--- src/peil_pkg.sv ---
// constants for the event latching and interrupt logic of the quad port power source controller
package peil_pkg;

   // ******************************************************************
   // register offsets
   // ******************************************************************
   localparam logic [7:0] ADDR_INT_SUMMARY   = 8'h00;
   localparam logic [7:0] ADDR_INT_MASK      = 8'h01;
   localparam logic [7:0] ADDR_PWR_EVT       = 8'h02;
   localparam logic [7:0] ADDR_PWR_EVT_CLR   = 8'h03;
   localparam logic [7:0] ADDR_DET_EVT       = 8'h04;
   localparam logic [7:0] ADDR_DET_EVT_CLR   = 8'h05;
   localparam logic [7:0] ADDR_FLT_EVT       = 8'h06;
   localparam logic [7:0] ADDR_FLT_EVT_CLR   = 8'h07;
   localparam logic [7:0] ADDR_START_EVT     = 8'h08;
   localparam logic [7:0] ADDR_START_EVT_CLR = 8'h09;
   localparam logic [7:0] ADDR_SUP_EVT       = 8'h0a;
   localparam logic [7:0] ADDR_SUP_EVT_CLR   = 8'h0b;
   localparam logic [7:0] ADDR_MISC_CFG      = 8'h17;
   localparam logic [7:0] ADDR_RESET_PB      = 8'h1a;

   // ******************************************************************
   // reset values
   // ******************************************************************
   localparam logic [7:0] INT_MASK_RST = 8'h00;
   localparam logic [7:0] MISC_CFG_RST = 8'ha0;
   localparam logic [7:0] MISC_CFG_WR  = 8'ha0; // writable misc bits

   // ******************************************************************
   // field positions
   // ******************************************************************
   localparam int SUM_PWR_EN   = 0;
   localparam int SUM_PWR_GOOD = 1;
   localparam int SUM_DISCON   = 2;
   localparam int SUM_DET_DONE = 3;
   localparam int SUM_CLS_DONE = 4;
   localparam int SUM_ICUT     = 5;
   localparam int SUM_START    = 6;
   localparam int SUM_SUPPLY   = 7;
   localparam int SUP_OSC_FAIL = 1;
   localparam int SUP_VEE_UVLO = 4;
   localparam int SUP_VDD_UVLO = 5;
   localparam int SUP_THERMAL  = 7;
   localparam int MISC_INT_EN  = 7;
   localparam int MISC_OSC_MSK = 5;
   localparam int PB_CLEAR_ALL = 7;

   // implemented bits of the full-width and the narrower event registers
   localparam logic [7:0] ALL_VALID   = 8'hff;
   localparam logic [7:0] START_VALID = 8'h0f;
   localparam logic [7:0] SUP_VALID   = 8'hb2;

   // ******************************************************************
   // per-port operating mode encoding
   // ******************************************************************
   typedef enum logic [1:0] {
      PEIL_MODE_SHUTDOWN = 2'h0,
      PEIL_MODE_MANUAL   = 2'h1,
      PEIL_MODE_SEMIAUTO = 2'h2,
      PEIL_MODE_AUTO     = 2'h3
   } peil_mode_e;

endpackage

--- src/peil_event_irq.sv ---
// event registers, interrupt summary, mask and open-drain interrupt pin
`timescale 1ns/1ps
module peil_event_irq
   import peil_pkg::*;
(
   // clock and reset
   input  wire logic       clk_sys,
   input  wire logic       rst,
   // register access from the serial bus engine
   input  wire logic [7:0] reg_addr,
   input  wire logic       reg_rd,
   input  wire logic       reg_wr,
   input  wire logic [7:0] reg_wdata,
   output logic      [7:0] reg_rdata_q,
   output logic            reg_rvalid_q,
   // port state from the sequencers
   input  wire logic [7:0] port_mode,
   input  wire logic [3:0] pwr_enable_status,
   input  wire logic [3:0] pwr_good_status,
   input  wire logic [3:0] detect_done,
   input  wire logic [3:0] class_done,
   input  wire logic [3:0] overcurrent_cut_timeout,
   input  wire logic [3:0] disconnect_seen,
   input  wire logic [3:0] startup_overcurrent_timeout,
   // supply and die monitors
   input  wire logic       ac_sense_oscillator_input_bad,
   input  wire logic       vee_present,
   input  wire logic       vee_uvlo,
   input  wire logic       vdd_uvlo,
   input  wire logic       over_temp,
   // per-port event meaning
   output logic      [3:0] port_awaiting_cmd_q,
   output logic      [3:0] port_status_valid_q,
   // open-drain interrupt pin, active low
   output logic            int_n_out_q,
   output logic            int_n_oe_q
);

   // ******************************************************************
   // helpers
   // ******************************************************************

   // read strobe aimed at one address
   function automatic logic rd_hit(input logic [7:0] addr, input logic rd, input logic [7:0] target);
      rd_hit = rd && (addr == target);
   endfunction

   // OR of one nibble of an event register
   function automatic logic nib_or(input logic [7:0] v, input logic hi);
      nib_or = hi ? |v[7:4] : |v[3:0];
   endfunction

   logic [7:0] int_mask_q;
   logic [7:0] misc_cfg_q;
   logic [3:0] pwr_en_prev_q;
   logic [3:0] pwr_good_prev_q;
   logic       boot_q;
   logic       clear_all;
   logic [7:0] pwr_evt_q;
   logic [7:0] det_evt_q;
   logic [7:0] flt_evt_q;
   logic [7:0] start_evt_q;
   logic [7:0] sup_evt_q;
   logic [7:0] pwr_set;
   logic [7:0] det_set;
   logic [7:0] flt_set;
   logic [7:0] sup_set;
   logic [7:0] summary;
   logic [3:0] port_active;
   logic       osc_fail_ev;
   logic       int_drive_d;

   // ******************************************************************
   // configuration and pushbutton writes
   // ******************************************************************

   // mask register; writes to the summary address are ignored
   always_ff @(posedge clk_sys) begin
      if (rst) begin
         int_mask_q <= INT_MASK_RST;
      end else if (reg_wr && reg_addr == ADDR_INT_MASK) begin
         int_mask_q <= reg_wdata;
      end
   end

   // misc config: interrupt pin enable and oscillator failure mask
   always_ff @(posedge clk_sys) begin
      if (rst) begin
         misc_cfg_q <= MISC_CFG_RST;
      end else if (reg_wr && reg_addr == ADDR_MISC_CFG) begin
         misc_cfg_q <= reg_wdata & MISC_CFG_WR;
      end
   end

   // clear-all pushbutton, a one-cycle effect of the write
   assign clear_all = reg_wr && reg_addr == ADDR_RESET_PB && reg_wdata[PB_CLEAR_ALL];

   // ******************************************************************
   // event sources
   // ******************************************************************

   // previous status for change detection
   always_ff @(posedge clk_sys) begin
      if (rst) begin
         pwr_en_prev_q   <= 4'h0;
         pwr_good_prev_q <= 4'h0;
      end else begin
         pwr_en_prev_q   <= pwr_enable_status;
         pwr_good_prev_q <= pwr_good_status;
      end
   end

   // first cycle after reset release
   always_ff @(posedge clk_sys) begin
      if (rst) begin
         boot_q <= 1'b1;
      end else begin
         boot_q <= 1'b0;
      end
   end

   // ports not in shutdown may complete detection or classification
   always_comb begin
      for (int p = 0; p < 4; p++) begin
         port_active[p] = port_mode[2*p +: 2] != PEIL_MODE_SHUTDOWN;
      end
   end

   // oscillator failure, forced once after reset when the negative supply is there
   assign osc_fail_ev = misc_cfg_q[MISC_OSC_MSK]
                        && (ac_sense_oscillator_input_bad || (boot_q && vee_present));

   assign pwr_set = {pwr_good_status ^ pwr_good_prev_q,
                     pwr_enable_status ^ pwr_en_prev_q};
   assign det_set = {class_done & port_active, detect_done & port_active};
   assign flt_set = {disconnect_seen, overcurrent_cut_timeout};

   // supply event set vector
   always_comb begin
      sup_set               = 8'h00;
      sup_set[SUP_OSC_FAIL] = osc_fail_ev;
      sup_set[SUP_VEE_UVLO] = vee_uvlo;
      sup_set[SUP_VDD_UVLO] = vdd_uvlo;
      sup_set[SUP_THERMAL]  = over_temp;
   end

   // ******************************************************************
   // event registers
   // ******************************************************************

   peil_event_latch #(.VALID(ALL_VALID)) u_pwr_evt (
      .clk_sys  (clk_sys),
      .rst      (rst),
      .set_bits (pwr_set),
      .clr      (rd_hit(reg_addr, reg_rd, ADDR_PWR_EVT_CLR) || clear_all),
      .bits_q   (pwr_evt_q)
   );

   peil_event_latch #(.VALID(ALL_VALID)) u_det_evt (
      .clk_sys  (clk_sys),
      .rst      (rst),
      .set_bits (det_set),
      .clr      (rd_hit(reg_addr, reg_rd, ADDR_DET_EVT_CLR) || clear_all),
      .bits_q   (det_evt_q)
   );

   peil_event_latch #(.VALID(ALL_VALID)) u_flt_evt (
      .clk_sys  (clk_sys),
      .rst      (rst),
      .set_bits (flt_set),
      .clr      (rd_hit(reg_addr, reg_rd, ADDR_FLT_EVT_CLR) || clear_all),
      .bits_q   (flt_evt_q)
   );

   peil_event_latch #(.VALID(START_VALID)) u_start_evt (
      .clk_sys  (clk_sys),
      .rst      (rst),
      .set_bits ({4'h0, startup_overcurrent_timeout}),
      .clr      (rd_hit(reg_addr, reg_rd, ADDR_START_EVT_CLR) || clear_all),
      .bits_q   (start_evt_q)
   );

   peil_event_latch #(.VALID(SUP_VALID)) u_sup_evt (
      .clk_sys  (clk_sys),
      .rst      (rst),
      .set_bits (sup_set),
      .clr      (rd_hit(reg_addr, reg_rd, ADDR_SUP_EVT_CLR) || clear_all),
      .bits_q   (sup_evt_q)
   );

   // ******************************************************************
   // interrupt summary and pin
   // ******************************************************************

   // summary is pure OR of the event groups, never stored
   always_comb begin
      summary               = 8'h00;
      summary[SUM_PWR_EN]   = nib_or(pwr_evt_q, 1'b0);
      summary[SUM_PWR_GOOD] = nib_or(pwr_evt_q, 1'b1);
      summary[SUM_DISCON]   = nib_or(flt_evt_q, 1'b1);
      summary[SUM_DET_DONE] = nib_or(det_evt_q, 1'b0);
      summary[SUM_CLS_DONE] = nib_or(det_evt_q, 1'b1);
      summary[SUM_ICUT]     = nib_or(flt_evt_q, 1'b0);
      summary[SUM_START]    = nib_or(start_evt_q, 1'b0);
      summary[SUM_SUPPLY]   = |(sup_evt_q & SUP_VALID);
   end

   assign int_drive_d = misc_cfg_q[MISC_INT_EN] && |(summary & int_mask_q);

   // open-drain pin: data held low, enable pulls it
   always_ff @(posedge clk_sys) begin
      if (rst) begin
         int_n_out_q <= 1'b0;
         int_n_oe_q  <= 1'b0;
      end else begin
         int_n_out_q <= 1'b0;
         int_n_oe_q  <= int_drive_d;
      end
   end

   // per-port meaning of a detect event
   always_ff @(posedge clk_sys) begin
      if (rst) begin
         port_awaiting_cmd_q <= 4'h0;
         port_status_valid_q <= 4'h0;
      end else begin
         for (int p = 0; p < 4; p++) begin
            port_awaiting_cmd_q[p] <= det_evt_q[p] && port_mode[2*p +: 2] == PEIL_MODE_MANUAL;
            port_status_valid_q[p] <= det_evt_q[p] && port_mode[2*p+1];
         end
      end
   end

   // ******************************************************************
   // register read path
   // ******************************************************************

   // read data one cycle after the strobe; alias returns the pre-clear value
   always_ff @(posedge clk_sys) begin
      if (rst) begin
         reg_rdata_q  <= 8'h00;
         reg_rvalid_q <= 1'b0;
      end else begin
         reg_rvalid_q <= reg_rd;
         if (reg_rd) begin
            unique case (reg_addr)
               ADDR_INT_SUMMARY:                   reg_rdata_q <= summary;
               ADDR_INT_MASK:                      reg_rdata_q <= int_mask_q;
               ADDR_PWR_EVT, ADDR_PWR_EVT_CLR:     reg_rdata_q <= pwr_evt_q;
               ADDR_DET_EVT, ADDR_DET_EVT_CLR:     reg_rdata_q <= det_evt_q;
               ADDR_FLT_EVT, ADDR_FLT_EVT_CLR:     reg_rdata_q <= flt_evt_q;
               ADDR_START_EVT, ADDR_START_EVT_CLR: reg_rdata_q <= start_evt_q;
               ADDR_SUP_EVT, ADDR_SUP_EVT_CLR:     reg_rdata_q <= sup_evt_q;
               ADDR_MISC_CFG:                      reg_rdata_q <= misc_cfg_q;
               default:                            reg_rdata_q <= 8'h00;
            endcase
         end
      end
   end
endmodule // peil_event_irq

--- src/peil_event_latch.sv ---
// one sticky event register with a clear shared by both of its views
`timescale 1ns/1ps
module peil_event_latch
   import peil_pkg::*;
#(
   parameter logic [7:0] VALID = 8'hff
) (
   // clock and reset
   input  wire logic       clk_sys,
   input  wire logic       rst,
   // event and clear
   input  wire logic [7:0] set_bits,
   input  wire logic       clr,
   // stored events
   output logic      [7:0] bits_q
);

   // ******************************************************************
   // latch
   // ******************************************************************

   // set wins over a clear in the same cycle, reserved bits stay zero
   always_ff @(posedge clk_sys) begin
      if (rst) begin
         bits_q <= 8'h00;
      end else begin
         bits_q <= ((bits_q & ~{8{clr}}) | set_bits) & VALID;
      end
   end
endmodule // peil_event_latch

--- config.mk ---
export PLATFORM = sky130hd
export DESIGN_NAME = peil_event_irq
export DESIGN_NICKNAME = d
export VERILOG_FILES = /design/src/peil_pkg.sv /design/src/peil_event_irq.sv /design/src/peil_event_latch.sv
export SDC_FILE = /design/constraint.sdc
export NUM_CORES = 1
export LEC_CHECK = 0
export BUFFER_PORTS_ARGS = -buffer_cell sky130_fd_sc_hd__buf_2
export CAP_MARGIN = 25
export CORE_UTILIZATION = 35
export DETAILED_ROUTE_END_ITERATION = 12
export SYNTH_ARGS = -nofsm -noshare
export SYNTH_HDL_FRONTEND = slang
export SYNTH_HIERARCHICAL = 1
export SYNTH_SLANG_ARGS = --single-unit
--- constraint.sdc ---
create_clock -name clk_sys -period 3.3 [get_ports clk_sys]
set_clock_uncertainty 0.1 [all_clocks]
set_input_delay 0.165 -clock clk_sys [delete_from_list [all_inputs] [get_ports clk_sys]]
set_output_delay 0.165 -clock clk_sys [all_outputs]
set_load 0.005 [all_outputs]
==> qor.csv <==
stage,metric,value,unit
clock_tree,cts_resized,0,
floorplanning,io_pins,80,
worst_setup_path,timing.rr.end,reg_rdata_q[1],
hold_path,min_path_type,input port to flop,
yosys,synth_cell_type_count,55,
clock_tree,clk_pin_slew,0.07,ns
global_routing,grt_pass1_wl,14000,µm
routing,met2_length,4220,µm
worst_setup_path,arrival,2.27,ns
finish,final.fill_count,971,
worst_setup_path,r2r_cells,4,
floorplanning,core_area,9370,µm²
global_routing,antenna_found_initial,0,
status,status,"finished, final reports clean",
routing,wirelength,8770,µm
clock_tree,cts-root-buf,clkbuf_8,
floorplanning,fp.dieH,101,µm
placement,place_hpwl,6450,µm
worst_setup_path,r2r_start,u_pwr_evt/bits_q[4],
finish,finalInstanceArea,4510,µm²
yosys,synth-edff-count,0,
clock_tree,htreeDepth,3,
clock_tree,cts_buffer_depth,2,
routing,avgRoutedWirePerCell,13.6,µm
timing,rsz0062_at_grt,false,
floorplanning,die_x,101,µm
clock_tree,clock-sinks,69,
global_routing,grt_overflow,0,
power,power_density,445,nW/µm²
power,leakage,1.99,nW
floorplanning,die_area,10200,µm²
worst_setup_path,worstSetupEndpointType,flop,
worst_setup_path,critical_path_class,input port to flop,
global_routing,grt_start_max_net_pins,56,
worst_setup_path,critPathLaunchType,input port,
yosys,synth_area,3440,µm²
routing,ant_nets,0,
timing,max_freq,461,MHz
global_routing,grt_usage,0.178,
routing,drc_errors,0,
yosys,syn_avg_cell_area,8.53,µm²
finish,layout.nets,572,
worst_setup_path,rrSetupSlack,1.59,ns
power,power,0.00200,W
finish,final_layout_size_suffix_gt1_frac,0.229,
placement,placed_area,3870,µm²
yosys,synth_seq_cells,69,
yosys,synthCells,403,
timing,hold_violations,0,
worst_setup_path,required,3.41,ns
routing,wl_met1,3910,µm
global_routing,grt_pass1_vias,2956,
timing,worst_pin_slew,0.723,ns
worst_setup_path,worstPathMaxFanout,8,
timing,slew_violations,0,
clock_tree,cts_setup_buffers,0,
placement,dp_slack,0.750,ns
placement,place_inst,590,
routing,route.met3.wl,528,µm
finish,area_growth,31.1,%
yosys,synthFlopType,dfxtp_1,
yosys,async_reset_ff_frac,0,
finish,stdcell_count,645,
job,drv_cap,0,
timing,timing.setup.tns,0,ns
routing,vias,3127,
hold_path,hp-start,reg_wr,
routing,first_pass_iters,4,
placement,port_buffers,78,
clock_tree,cts_tree,done,
hold_path,min_to,misc_cfg_q[5],
yosys,ys_seq_area_frac,0.402,
timing,finalCriticalPeriod,2.17,ns
yosys,yosysWarnings,6,
timing,setup_viol,0,
finish,num_antenna_cells,0,
timing,period_share,0.657,
clock_tree,clk_latency,0.35,ns
clock_tree,cts_buffers,9,
routing,highest_layer,met4,
placement,gpl.final_weighted_congestion,0.873,
floorplanning,start_util,0.367,
power,max-vdd-ir-drop,0.286,mV
routing,vias_per_cell,4.85,
routing,drtIter0Drc,127,
timing,max_slew_margin,0.514,
hold_path,worstHoldPathCells,3,
floorplanning,placementRows,35,
timing,finalWorstSetupSlack,1.13,ns
[cells by family after synthesis]
kind of cell           after synthesis  share of synthesized area
multiplexers                         8                     0.0237
flip-flops                          69                      0.402
XOR/XNOR                             8                     0.0204
buffers and inverters               67                     0.0885
other                                3                    0.00328
AND/OR/NAND/NOR                    142                      0.253
AO/OA/AOI/OAI                      106                      0.209
[metrics by stage]
step	hold slack [ns]	utilization
6_report	0.0234	0.481
5_1_grt	0.0297	0.481
4_1_cts	0.0248	0.481
3_5_place_dp	0.280	0.413
3_3_place_gp	0.272	0.413
2_1_floorplan	0.0927	-
[cells in the mapped netlist (8+ instances only)]
master,n,area [µm²]
inv_1,39,146
nor2_1,8,30.0
o21ai_0,13,65.1
a21oi_1,38,190
nand2_1,32,120
nor2b_1,11,68.8
nand2b_1,39,244
dfxtp_1,69,1380
buf_4,10,75.1
clkbuf_1,9,33.8
nand3b_1,12,90.1
xor2_1,8,70.1
o21a_1,8,60.1
a21oi_2,9,78.8
[cells in the final DEF, fill, tap and decap left out, drive strengths merged, types with 7 or more instances in the layout]
cell type and n:
dlygate4sd3 39, o21a 8, dfxtp 69, mux2i 7, nand3b 12, conb 9, inv 39, nand2b 42
nor2 9, nor2b 11, nand2 33, clkbuf 10, xor2 8, o21ai 14, a21oi 47, buf 80
[state kept, by name, summed over array words and instances (netlist names), 8 cells and up]
signal and count:
reg_rdata_q 8, int_mask_q 8, u_pwr_evt/bits_q 8, u_flt_evt/bits_q 8, u_det_evt/bits_q 8
[worst max-delay path: stages]
cell      delay [ns]
buf_2           0.13
or4_1           0.66
or3_1           0.45
o21ai_0         0.56
nand2b_4        0.26
a21oi_2         0.05
[repair_timing]
item / 4_1_cts / 5_1_grt
setup endpoints to repair: 0 / 0
hold buffers: 39 / 0
endpoints found under the hold margin: 42 / 0
[report_power, final]
part           leakage, nW  switching (W)  internal (W)
registers            0.570      0.0000335      0.000876
logic                 1.31       0.000128      0.000129
clock network        0.119       0.000316      0.000521
total                 1.99       0.000478       0.00153
[per-layer routing]
metal | up-vias | global-route usage
met2 | 86 | 0.303
met4 | 0 | 0.0624
met1 | 1440 | 0.219
met3 | 12 | 0.0409
met5 | - | 0
li1 | 1589 | -
[worst max-delay path by stage]
stage,cells past startpoint,endpoint,slack (ns),from
final,6,u_flt_evt/bits_q[2],1.13,reg_addr[4]
after global routing,6,u_flt_evt/bits_q[2],1.00,reg_addr[4]
after CTS,6,u_flt_evt/bits_q[2],1.11,reg_addr[4]
after detailed placement,6,u_flt_evt/bits_q[2],0.75,reg_addr[4]
after global placement,6,u_flt_evt/bits_q[2],0.76,reg_addr[4]
after floorplan,6,u_flt_evt/bits_q[2],1.26,reg_addr[5]
[final cells by class]
type / count / area, µm² / share of cell area
clock inverter: 6 / 110 / 0.0244
sequential: 69 / 1380 / 0.307
multi-input combinational: 273 / 1770 / 0.394
inverter: 39 / 146 / 0.0325
timing repair buffer: 119 / 796 / 0.177
tap: 129 / 161 / 0.0358
clock buffer: 10 / 138 / 0.0305
No activity file was read; power rests on OpenSTA's default activity.
